`src/pkg/tccr_consts.svh`:
```
// Purpose: register offsets, field positions and reset values of the touch configuration bank
// Assumes: byte-wide register port, 8-bit addresses
// Notes:   16-bit quantities are split into upper and lower byte registers
`ifndef TCCR_CONSTS_SVH
`define TCCR_CONSTS_SVH

`define TCCR_HRES_UP      8'h00
`define TCCR_HRES_LO      8'h01
`define TCCR_VRES_UP      8'h02
`define TCCR_VRES_LO      8'h03
`define TCCR_SLIDE_STEPS  8'h04
`define TCCR_CAL_BASE     8'h05
`define TCCR_CAL_LAST     8'h14
`define TCCR_CAP_CFG      8'h15
`define TCCR_TRK_RATE     8'h16
`define TCCR_RESP_TIME    8'h17
`define TCCR_STUCK_TOUT   8'h18
`define TCCR_LP_SEL       8'h19
`define TCCR_STATUS2      8'h1A

`define TCCR_CAL_BYTES    16
`define TCCR_CAL_ALL      16'hFFFF
`define TCCR_CFG_TRK_BIT  5
`define TCCR_CFG_STK_BIT  4
`define TCCR_CFG_LPW_BIT  2
`define TCCR_CFG_MASK     8'h34
`define TCCR_RES_UP_MASK  8'h3F
`define TCCR_RESP_MASK    8'h3F
`define TCCR_LP_SEL_MASK  8'h03
`define TCCR_ST2_CAL_BIT  0
`define TCCR_DEB_MAX      6'h20
`define TCCR_DEB_MIN      6'h01
`define TCCR_BYTE_RST     8'h00
`define TCCR_RES_RST      14'h0000
`define TCCR_ELECTRODES   4

`endif

```
`src/pkg/tccr_pkg.sv`:
```
// Purpose: shared types of the touch configuration bank
// Assumes: constants come from tccr_consts.svh
// Notes:   coordinates are truncated to 16 bits
package tccr_pkg;
    typedef struct packed {
        logic [15:0] x;
        logic [15:0] y;
    } tccr_coord_t;

    typedef struct packed {
        logic [13:0] horiz;
        logic [13:0] vert;
    } tccr_res_t;
endpackage : tccr_pkg

```
`src/verilog/tccr_regs.sv`:
```
// Purpose: touch controller configuration and calibration register bank
// Assumes: one clock, raw samples and touch levels come from same-clock logic
// Notes:   byte-wide register port, read data one cycle after the read strobe
`timescale 1ns/1ps
`include "tccr_consts.svh"

module tccr_regs
    import tccr_pkg::*;
(
    // clock and reset
    input  wire logic                 ref_clk,
    input  wire logic                 rst_n,
    input  wire logic                 clk_en,
    // register port
    input  wire logic [7:0]           reg_addr,
    input  wire logic [7:0]           reg_wdata,
    input  wire logic                 reg_wr,
    input  wire logic                 reg_rd,
    output logic      [7:0]           reg_rdata,
    // resistive samples
    input  wire logic                 sample_valid,
    input  wire logic [15:0]          raw_x,
    input  wire logic [15:0]          raw_y,
    output tccr_coord_t               coord,
    output logic                      coord_valid,
    // configuration to the gesture engine
    output tccr_res_t                 resolution,
    output logic      [7:0]           slide_step_count,
    output logic      [15:0]          two_touch_const_x,
    output logic      [15:0]          two_touch_const_y,
    output logic                      uncalibrated,
    // capacitive sensing
    input  wire logic                 cap_sample_tick,
    input  wire logic [3:0]           elec_raw_touch,
    output logic      [3:0]           elec_touched,
    output logic      [3:0]           baseline_update,
    output logic                      run_scan_enable,
    output logic      [3:0]           shutdown_scan_mask
);

    logic [7:0]  hres_up_q, hres_lo_q, vres_up_q, vres_lo_q;
    logic        hres_wr_q, vres_wr_q;
    tccr_res_t   res_q;
    logic [7:0]  slide_q;
    logic [7:0]  cal_q [`TCCR_CAL_BYTES];
    logic [15:0] cal_seen_q;
    logic        uncal_q;
    logic [7:0]  cfg_q, trk_rate_q, resp_q, stuck_tout_q, lp_sel_q;
    logic [7:0]  rdata_q;
    tccr_coord_t coord_q;
    logic        coord_valid_q;
    logic [7:0]  trk_cnt_q;
    logic        run_scan_q;
    logic [3:0]  lp_mask_q;

    logic        wr_hres, wr_vres, wr_cal, res_commit, cal_done;
    logic [3:0]  cal_idx;
    logic [3:0]  cal_idx_rd;
    logic        trk_en, stk_en, lpw_en, scan_tick, trk_hit;
    logic [5:0]  deb_n;

    assign wr_hres = reg_wr && (reg_addr == `TCCR_HRES_UP || reg_addr == `TCCR_HRES_LO);
    assign wr_vres = reg_wr && (reg_addr == `TCCR_VRES_UP || reg_addr == `TCCR_VRES_LO);
    assign wr_cal  = reg_wr && reg_addr >= `TCCR_CAL_BASE && reg_addr <= `TCCR_CAL_LAST;
    assign cal_idx = 4'(reg_addr - `TCCR_CAL_BASE);
    assign cal_idx_rd = 4'(reg_addr - `TCCR_CAL_BASE);
    assign trk_en  = cfg_q[`TCCR_CFG_TRK_BIT];
    assign stk_en  = cfg_q[`TCCR_CFG_STK_BIT];
    assign lpw_en  = cfg_q[`TCCR_CFG_LPW_BIT];
    // both axes written since the last commit, this write included
    assign res_commit = (hres_wr_q || wr_hres) && (vres_wr_q || wr_vres);
    assign cal_done   = (cal_seen_q | (wr_cal ? (16'h0001 << cal_idx) : 16'h0000)) == `TCCR_CAL_ALL;

    // resolution staging: values only reach the gesture engine as a pair
    always_ff @(posedge ref_clk or negedge rst_n) begin
        if (!rst_n) begin
            hres_up_q <= `TCCR_BYTE_RST;
            hres_lo_q <= `TCCR_BYTE_RST;
            vres_up_q <= `TCCR_BYTE_RST;
            vres_lo_q <= `TCCR_BYTE_RST;
            hres_wr_q <= 1'b0;
            vres_wr_q <= 1'b0;
            res_q     <= '{horiz: `TCCR_RES_RST, vert: `TCCR_RES_RST};
        end else if (clk_en) begin
            if (reg_wr && reg_addr == `TCCR_HRES_UP)
                hres_up_q <= reg_wdata & `TCCR_RES_UP_MASK;
            if (reg_wr && reg_addr == `TCCR_HRES_LO)
                hres_lo_q <= reg_wdata;
            if (reg_wr && reg_addr == `TCCR_VRES_UP)
                vres_up_q <= reg_wdata & `TCCR_RES_UP_MASK;
            if (reg_wr && reg_addr == `TCCR_VRES_LO)
                vres_lo_q <= reg_wdata;
            if (res_commit) begin
                hres_wr_q <= 1'b0;
                vres_wr_q <= 1'b0;
            end else begin
                hres_wr_q <= hres_wr_q | wr_hres;
                vres_wr_q <= vres_wr_q | wr_vres;
            end
            // commit takes the byte being written in the same cycle
            if (res_commit) begin
                res_q.horiz <= {(reg_wr && reg_addr == `TCCR_HRES_UP) ? reg_wdata[5:0] : hres_up_q[5:0],
                                (reg_wr && reg_addr == `TCCR_HRES_LO) ? reg_wdata : hres_lo_q};
                res_q.vert  <= {(reg_wr && reg_addr == `TCCR_VRES_UP) ? reg_wdata[5:0] : vres_up_q[5:0],
                                (reg_wr && reg_addr == `TCCR_VRES_LO) ? reg_wdata : vres_lo_q};
            end
        end
    end

    // calibration store and completeness tracking
    always_ff @(posedge ref_clk or negedge rst_n) begin
        if (!rst_n) begin
            for (int i = 0; i < `TCCR_CAL_BYTES; i++)
                cal_q[i] <= `TCCR_BYTE_RST;
        end else if (clk_en && wr_cal) begin
            cal_q[cal_idx] <= reg_wdata;
        end
    end

    // a resolution write in the completing cycle wins: device stays uncalibrated
    always_ff @(posedge ref_clk or negedge rst_n) begin
        if (!rst_n) begin
            cal_seen_q <= 16'h0000;
            uncal_q    <= 1'b1;
        end else if (clk_en) begin
            if (wr_hres || wr_vres) begin
                cal_seen_q <= 16'h0000;
                uncal_q    <= 1'b1;
            end else if (cal_done) begin
                cal_seen_q <= 16'h0000;
                uncal_q    <= 1'b0;
            end else if (wr_cal) begin
                cal_seen_q <= cal_seen_q | (16'h0001 << cal_idx);
            end
        end
    end

    // plain configuration registers
    always_ff @(posedge ref_clk or negedge rst_n) begin
        if (!rst_n) begin
            slide_q      <= `TCCR_BYTE_RST;
            cfg_q        <= `TCCR_BYTE_RST;
            trk_rate_q   <= `TCCR_BYTE_RST;
            resp_q       <= `TCCR_BYTE_RST;
            stuck_tout_q <= `TCCR_BYTE_RST;
            lp_sel_q     <= `TCCR_BYTE_RST;
        end else if (clk_en && reg_wr) begin
            case (reg_addr)
                `TCCR_SLIDE_STEPS: slide_q      <= reg_wdata;
                `TCCR_CAP_CFG:     cfg_q        <= reg_wdata & `TCCR_CFG_MASK;
                `TCCR_TRK_RATE:    trk_rate_q   <= reg_wdata;
                `TCCR_RESP_TIME:   resp_q       <= reg_wdata & `TCCR_RESP_MASK;
                `TCCR_STUCK_TOUT:  stuck_tout_q <= reg_wdata;
                `TCCR_LP_SEL:      lp_sel_q     <= reg_wdata & `TCCR_LP_SEL_MASK;
                default: ;
            endcase
        end
    end

    // read port; unmapped addresses return zero
    always_ff @(posedge ref_clk or negedge rst_n) begin
        if (!rst_n) begin
            rdata_q <= `TCCR_BYTE_RST;
        end else if (clk_en) begin
            if (reg_rd) begin
                case (reg_addr)
                    `TCCR_HRES_UP:     rdata_q <= hres_up_q;
                    `TCCR_HRES_LO:     rdata_q <= hres_lo_q;
                    `TCCR_VRES_UP:     rdata_q <= vres_up_q;
                    `TCCR_VRES_LO:     rdata_q <= vres_lo_q;
                    `TCCR_SLIDE_STEPS: rdata_q <= slide_q;
                    `TCCR_CAP_CFG:     rdata_q <= cfg_q;
                    `TCCR_TRK_RATE:    rdata_q <= trk_rate_q;
                    `TCCR_RESP_TIME:   rdata_q <= resp_q;
                    `TCCR_STUCK_TOUT:  rdata_q <= stuck_tout_q;
                    `TCCR_LP_SEL:      rdata_q <= lp_sel_q;
                    `TCCR_STATUS2:     rdata_q <= 8'(uncal_q) << `TCCR_ST2_CAL_BIT;
                    default: begin
                        if (reg_addr >= `TCCR_CAL_BASE && reg_addr <= `TCCR_CAL_LAST)
                            rdata_q <= cal_q[cal_idx_rd];
                        else
                            rdata_q <= 8'h00;
                    end
                endcase
            end else begin
                rdata_q <= 8'h00;
            end
        end
    end

    // coordinate mapping: signed coefficients, unsigned samples, full-width sum
    logic signed [15:0] cx0, cx1, cx2, cy0, cy1, cy2;
    logic signed [34:0] x_sum, y_sum;
    assign cx0 = {cal_q[0],  cal_q[1]};
    assign cx1 = {cal_q[2],  cal_q[3]};
    assign cx2 = {cal_q[4],  cal_q[5]};
    assign cy0 = {cal_q[6],  cal_q[7]};
    assign cy1 = {cal_q[8],  cal_q[9]};
    assign cy2 = {cal_q[10], cal_q[11]};

    always_comb begin
        x_sum = 35'(cx0 * $signed({1'b0, raw_x})) + 35'(cx1 * $signed({1'b0, raw_y})) + 35'(cx2);
        y_sum = 35'(cy0 * $signed({1'b0, raw_x})) + 35'(cy1 * $signed({1'b0, raw_y})) + 35'(cy2);
    end

    always_ff @(posedge ref_clk or negedge rst_n) begin
        if (!rst_n) begin
            coord_q       <= '{x: 16'h0000, y: 16'h0000};
            coord_valid_q <= 1'b0;
        end else if (clk_en) begin
            coord_valid_q <= sample_valid;
            if (sample_valid) begin
                coord_q.x <= x_sum[15:0];
                coord_q.y <= y_sum[15:0];
            end
        end
    end

    // capacitive control: low-power wake stops run-mode scanning entirely
    assign scan_tick = cap_sample_tick && !lpw_en;
    assign trk_hit   = scan_tick && trk_en && trk_rate_q != 8'h00
                       && (9'(trk_cnt_q) + 9'h001 >= 9'(trk_rate_q));
    // out-of-range response values clamp to the nearest legal count
    assign deb_n = (resp_q[5:0] == 6'h00) ? `TCCR_DEB_MIN :
                   (resp_q[5:0] > `TCCR_DEB_MAX) ? `TCCR_DEB_MAX : resp_q[5:0];

    always_ff @(posedge ref_clk or negedge rst_n) begin
        if (!rst_n) begin
            trk_cnt_q <= 8'h00;
        end else if (clk_en) begin
            if (!trk_en || trk_rate_q == 8'h00 || trk_hit)
                trk_cnt_q <= 8'h00;
            else if (scan_tick)
                trk_cnt_q <= trk_cnt_q + 8'h01;
        end
    end

    always_ff @(posedge ref_clk or negedge rst_n) begin
        if (!rst_n) begin
            run_scan_q <= 1'b1;
            lp_mask_q  <= 4'h0;
        end else if (clk_en) begin
            run_scan_q <= !lpw_en;
            lp_mask_q  <= lpw_en ? (4'h1 << lp_sel_q[1:0]) : 4'h0;
        end
    end

    logic [3:0] touched_q, rebase_q;
    genvar g;
    generate
        for (g = 0; g < `TCCR_ELECTRODES; g++) begin : g_elec
            logic [5:0] deb_cnt_q;
            logic [7:0] stk_cnt_q;
            logic       stk_hit;
            assign stk_hit = scan_tick && stk_en && stuck_tout_q != 8'h00 && touched_q[g]
                             && (9'(stk_cnt_q) + 9'h001 >= 9'(stuck_tout_q));

            always_ff @(posedge ref_clk or negedge rst_n) begin
                if (!rst_n) begin
                    deb_cnt_q    <= 6'h00;
                    stk_cnt_q    <= 8'h00;
                    touched_q[g] <= 1'b0;
                    rebase_q[g]  <= 1'b0;
                end else if (clk_en) begin
                    rebase_q[g] <= stk_hit || trk_hit;
                    if (stk_hit) begin
                        // fresh baseline releases the electrode
                        touched_q[g] <= 1'b0;
                        deb_cnt_q    <= 6'h00;
                        stk_cnt_q    <= 8'h00;
                    end else if (scan_tick) begin
                        if (elec_raw_touch[g] != touched_q[g]) begin
                            if (deb_cnt_q + 6'h01 >= deb_n) begin
                                touched_q[g] <= elec_raw_touch[g];
                                deb_cnt_q    <= 6'h00;
                            end else begin
                                deb_cnt_q <= deb_cnt_q + 6'h01;
                            end
                        end else begin
                            deb_cnt_q <= 6'h00;
                        end
                        if (touched_q[g] && stk_en && stuck_tout_q != 8'h00)
                            stk_cnt_q <= stk_cnt_q + 8'h01;
                        else
                            stk_cnt_q <= 8'h00;
                    end
                end
            end
        end
    endgenerate

    assign reg_rdata          = rdata_q;
    assign coord              = coord_q;
    assign coord_valid        = coord_valid_q;
    assign resolution         = res_q;
    assign slide_step_count   = slide_q;
    assign two_touch_const_x  = {cal_q[12], cal_q[13]};
    assign two_touch_const_y  = {cal_q[14], cal_q[15]};
    assign uncalibrated       = uncal_q;
    assign elec_touched       = touched_q;
    assign baseline_update    = rebase_q;
    assign run_scan_enable    = run_scan_q;
    assign shutdown_scan_mask = lp_mask_q;

    // checks
    res_lone_hold_a: assert property (@(posedge ref_clk) disable iff (!rst_n)
        clk_en && wr_hres && !vres_wr_q && !hres_wr_q |=> $stable(res_q))
        else $error("resolution applied before both axes written");

    res_pair_commit_a: assert property (@(posedge ref_clk) disable iff (!rst_n)
        clk_en && res_commit |=> !hres_wr_q && !vres_wr_q)
        else $error("pending flags not cleared at commit");

    res_reserved_a: assert property (@(posedge ref_clk) disable iff (!rst_n)
        hres_up_q[7:6] == 2'b00 && vres_up_q[7:6] == 2'b00)
        else $error("reserved resolution bits set");

    cal_invalidate_a: assert property (@(posedge ref_clk) disable iff (!rst_n)
        clk_en && (wr_hres || wr_vres) |=> uncal_q && cal_seen_q == 16'h0000)
        else $error("resolution write kept calibration");

    cal_complete_a: assert property (@(posedge ref_clk) disable iff (!rst_n)
        clk_en && $fell(uncal_q) |-> $past(wr_cal) && $past(cal_done))
        else $error("calibration completed without all bytes");

    coord_calc_a: assert property (@(posedge ref_clk) disable iff (!rst_n)
        clk_en && sample_valid |=> coord_valid_q && coord_q.x == $past(x_sum[15:0]))
        else $error("x coordinate not taken from sample");

    coord_y_calc_a: assert property (@(posedge ref_clk) disable iff (!rst_n)
        clk_en && sample_valid |=> coord_q.y == $past(y_sum[15:0]))
        else $error("y coordinate not taken from sample");

    lp_no_scan_a: assert property (@(posedge ref_clk) disable iff (!rst_n)
        clk_en && lpw_en |=> !run_scan_q ##0 $stable(touched_q) [*1])
        else $error("electrodes scanned with low-power wake set");

    lp_select_a: assert property (@(posedge ref_clk) disable iff (!rst_n)
        clk_en && lpw_en |=> lp_mask_q == (4'h1 << $past(lp_sel_q[1:0])))
        else $error("wrong shutdown electrode selected");

    lp_mask_off_a: assert property (@(posedge ref_clk) disable iff (!rst_n)
        clk_en && !lpw_en |=> lp_mask_q == 4'h0)
        else $error("shutdown electrode selected without low-power wake");

    trk_disabled_a: assert property (@(posedge ref_clk) disable iff (!rst_n)
        clk_en && trk_rate_q == 8'h00 && !stk_en |=> rebase_q == 4'h0)
        else $error("baseline update with tracker disabled");

    debounce_min_a: assert property (@(posedge ref_clk) disable iff (!rst_n)
        deb_n >= `TCCR_DEB_MIN && deb_n <= `TCCR_DEB_MAX)
        else $error("debounce count out of range");

endmodule : tccr_regs
```
`config.mk`:
```
export PLATFORM = sky130hd
export DESIGN_NAME = tccr_regs
export DESIGN_NICKNAME = d
export VERILOG_FILES = /design/src/pkg/tccr_pkg.sv /design/src/verilog/tccr_regs.sv
export VERILOG_INCLUDE_DIRS = /design/src /design/src/pkg
export SDC_FILE = /design/constraint.sdc
export NUM_CORES = 2
export LEC_CHECK = 0
export BUFFER_PORTS_ARGS = -buffer_cell sky130_fd_sc_hd__buf_2
export CAP_MARGIN = 30
export CORE_MARGIN = 1
export CORE_UTILIZATION = 69
export DETAILED_ROUTE_END_ITERATION = 8
export PLACE_DENSITY_LB_ADDON = 0.25
export SETUP_SLACK_MARGIN = 0.4
export SLEW_MARGIN = 20
export SYNTH_ARGS = -nofsm -noshare
export SYNTH_HDL_FRONTEND = slang
export SYNTH_SLANG_ARGS = --single-unit
```
`constraint.sdc`:
```
create_clock -name ref_clk -period 16.7 [get_ports ref_clk]
set_input_delay 0.835 -clock ref_clk [delete_from_list [all_inputs] [get_ports ref_clk]]
set_output_delay 0.835 -clock ref_clk [all_outputs]
set_load 0.01 [all_outputs]
```
==> key figures <==
Detailed routing
  – DRT Pass-1 Iters: 9
  – Via count: approximately 26k
  – WL/cell: 22.27 um
  – WL final: about 95000 um
  – Routed vias/inst: around 6.1
  – 1st-iter DRT viols: roughly 2.2k
  – Final ANT Viol Nets: 0
  – Drc violations: 0

Synthesis
  – Syn_area_per_cell: around 10 sq um
  – Synth unique cells: 78
  – Post-synthesis sequential area ratio: 25.23%
  – Synthesized area: about 35000 sq um
  – Synthesized net count: roughly 4.2k
  – Synth Instances: around 3.5k
  – Flops & latches, synth: ~360
  – EDFF count, synth: 0
  – Yosys top cell area share: around 25%
  – Cell taking the most area after synthesis: dfrtp_1
  – Largest cells by area after synthesis: dfrtp_1 (25%), fa_1 (22%), ha_1 (9.9%)
  – Asr flop ratio synth: 100.0%
  – Synth Flop Type: dfrtp_1
  – Yosys Warn Count: 0

Setup path
  – Worst path cell trace: and2_1 > fa_1 > fa_1 > inv_1 > fa_1 > fa_1 > fa_1 > inv_1 > fa_1 > fa_1 > inv_1 > fa_1 > inv_1 > ha_1 > inv_1 > o21bai_1 > a31oi_1 > nor2b_1 > o21a_1 > o41a_1 > xnor2_1 > o21ai_0
  – Worst EP arrival: between 7 and 8 ns
  – Critical Path Most Common Cell: fa_1
  – Critical Path Fanout Max: 18
  – Worst R2R End: coord[31]
  – R2r setup slk: approximately 9.4 ns
  – CP max stage delay: 0.94 ns
  – CP delay by family, top: adder cells
  – Reg-to-reg critical path startpoint: cal_q[112]
  – Critical Path End Type: flop
  – Setup CP Type: reg2reg
  – Slowest cell on crit path: dfrtp_1
  – Startpoint Class: flop
  – CP required: 17.14 ns
  – Worst-case reg-to-reg path depth: 22
  – Worst Path Buf+Inv: 5

Pwr
  – Peak VDD IR: between 100 and 150 uV
  – Pwr Density: approximately 78 nW/um^2
  – Pwr Total: ~3 mW
  – Leakage power: slightly below 20 nW

Global routing
  – Vias in the first global route: 28.38k
  – Grt ovf: 0
  – Global-route usage over all layers: 37.91%
  – Largest net degree at the start of global routing: about 170
  – Antenna violations before repair: 8
  – First-pass GRT wire length: ~150000 um

Floorplan
  – Die ar.: between 50000 and 60000 sq um
  – Height of the die: roughly 230 um
  – Die Width: 228.3 um
  – I/O pins: approximately 180
  – Initial Util: between 70% and 80%
  – Num rows: a little over 80
  – Core ar.: between 50000 and 60000 sq um

Timing
  – Unrepaired setup endpoints after global routing: false
  – Setup-failing EPs final: 0
  – Hold Fails Final Rpt: 0
  – Slew @ Worst Pin: slightly below 1 ns
  – Clk_skew: slightly below 0.02 ns
  – FMAX: roughly 140 MHz
  – Pins Over Slew Limit: 0
  – Final Critical Period: around 7.3 ns
  – Period utilization: about 44%
  – Final WS setup: approximately 9.4 ns
  – Max transition margin: roughly a third
  – Setup TNS: 0 ns

Clock tree
  – Post-CTS Resized: 0
  – Worst skew pair latency: between 0.5 and 0.6 ns
  – Inserted Clock Buffers: 40
  – H-tree depth: 2
  – Clk buf depth: 3
  – Clk sinks: 356
  – Root Buffer: clkbuf_16
  – Clk slew on worst S/H paths: about 0.06 ns
  – Post-CTS Setup Inserts: 0
  – CTS tree: yes
  – Post-CTS Hold Buffers: 0

Layout
  – Area grow syn2layout: 6.840%
  – Layout fillers: between 3k and 4k
  – Post-layout nets: 4278
  – Fraction of layout cells with a size suffix above 1: about 15%

Placed design
  – Gpl congestion: roughly 0.96
  – Pre-CTS setup slack: approximately 9 ns
  – DP Wirelength: around 70000 um
  – Port buffer count: roughly 180

Worst hold path
  – Hold Path Class: in2async

Job
  – MaxCap Viol Count: 0

Run status
  – Status: finished, final reports clean
[routing by layer]
metal	up-vias	track usage (%)	part of all wire [%]
li1	11170	-	-
met1	13100	48.93	38
met2	1283	60.49	47
met3	347	8.100	9.1
met4	2	19.95	5.7
met5	-	0	0.013
[synthesized netlist by cell type, types with 10 or more instances]
cell        n
mux4_2     32
nor2_2     10
fa_1      394
a22o_1     15
and2_1    307
nor2_1     71
a21o_1     42
nand2b_1   34
nor2b_1    10
inv_1     564
nand3_1    45
a21oi_1    65
o21a_1     19
buf_4      35
xor2_1     54
nand2_1   406
xnor2_1   146
mux2i_1    30
a222oi_1   18
dfrtp_1   354
and3_1     12
mux2_2    186
clkbuf_1  130
o21ai_0    77
a32o_1     14
ha_1      280
[power breakdown]
| part | internal [mW] | switching [mW] |
|---|---|---|
| clock | 0.525 | 0.405 |
| sequential | 0.934 | 0.0732 |
| combinational | 0.433 | 0.562 |
| total | 1.89 | 1.04 |
[registers in the layout, summed over array words and instances, names as in the netlist, 16 cells and up]
name               count
g_elec.deb_cnt_q      24
g_elec.stk_cnt_q      32
two_touch_const_x     16
two_touch_const_y     16
resolution            28
coord                 32
cal_q                 96
cal_seen_q            16
[placed cells by master (no fill, tap or decap), types with 5 or more instances in the layout]
cell type,netlist,layout
inv_1,564,564
nand2_1,406,404
fa_1,394,394
dfrtp_1,354,354
and2_1,307,307
ha_1,280,280
mux2_2,186,186
buf_2,9,180
xnor2_1,146,146
o21ai_0,77,77
nor2_1,71,70
a21oi_1,65,65
xor2_1,54,54
nand3_1,45,45
a21o_1,42,42
clkbuf_16,0,40
nand2b_1,34,34
mux4_2,32,32
mux2i_1,30,30
o21a_1,19,19
a222oi_1,18,18
a22o_1,15,15
a32o_1,14,14
and3_1,12,12
buf_4,35,11
nor2_2,10,10
nor2b_1,10,10
nor3_1,9,9
o22ai_1,9,9
mux4_1,8,8
diode_2,0,6
a31oi_1,6,6
clkinv_2,0,6
clkbuf_8,4,6
a22oi_1,5,5
clkbuf_1,130,5
[through the flow]
step	hold WS (ns)	instances	util (%)	cell area, sq um
after floorplan	0.4643	3494	-	35320
after global placement	0.4566	4169	72.00	36270
after detailed placement	0.4646	4170	72.00	36270
after CTS	0.4205	4243	74.75	37660
after global routing	0.1544	4253	74.91	37740
final	0.1356	4254	74.91	37740
[how the worst max path moves through the flow]
| stage | startpoint | endpoint | slack, ns | depth (start not counted) |
|---|---|---|---|---|
| 2_1_floorplan | raw_x[6] | coord[15] | 9.75 | 24 |
| 4_1_cts | cal_q[112] | coord[31] | 9.44 | 22 |
| 6_report | cal_q[112] | coord[31] | 9.44 | 22 |
| 3_3_place_gp | raw_x[6] | coord[31] | 9.42 | 23 |
| 3_5_place_dp | raw_x[8] | coord[31] | 9.27 | 23 |
| 5_1_grt | cal_q[112] | coord[31] | 9.15 | 22 |
[cell families (layout without fill, tap and decap cells)]
group | after synthesis | count (layout) | synth area share, %
buffers and inverters | 752 | 834 | 8.572
multiplexers | 256 | 256 | 9.415
AND/OR/NAND/NOR | 935 | 935 | 13.21
other | 0 | 6 | 0
flip-flops | 356 | 356 | 25.23
XOR/XNOR | 201 | 201 | 5.037
adder cells (fa/ha/maj) | 674 | 674 | 32.25
AO/OA/AOI/OAI | 320 | 320 | 6.287
[final cells by class]
class / count / area, sq um / share of cell area [%]
multi-input combinational: 2386 / 23400 / 62.00
sequential: 356 / 8911 / 23.61
inverter: 564 / 2117 / 5.610
clock buffer: 51 / 1102 / 2.921
timing repair buffer: 197 / 1075 / 2.848
tap: 672 / 840.8 / 2.228
clock inverter: 22 / 281.5 / 0.7460
antenna: 6 / 15.01 / 0.03979
Power figures use the tool's default switching activity.
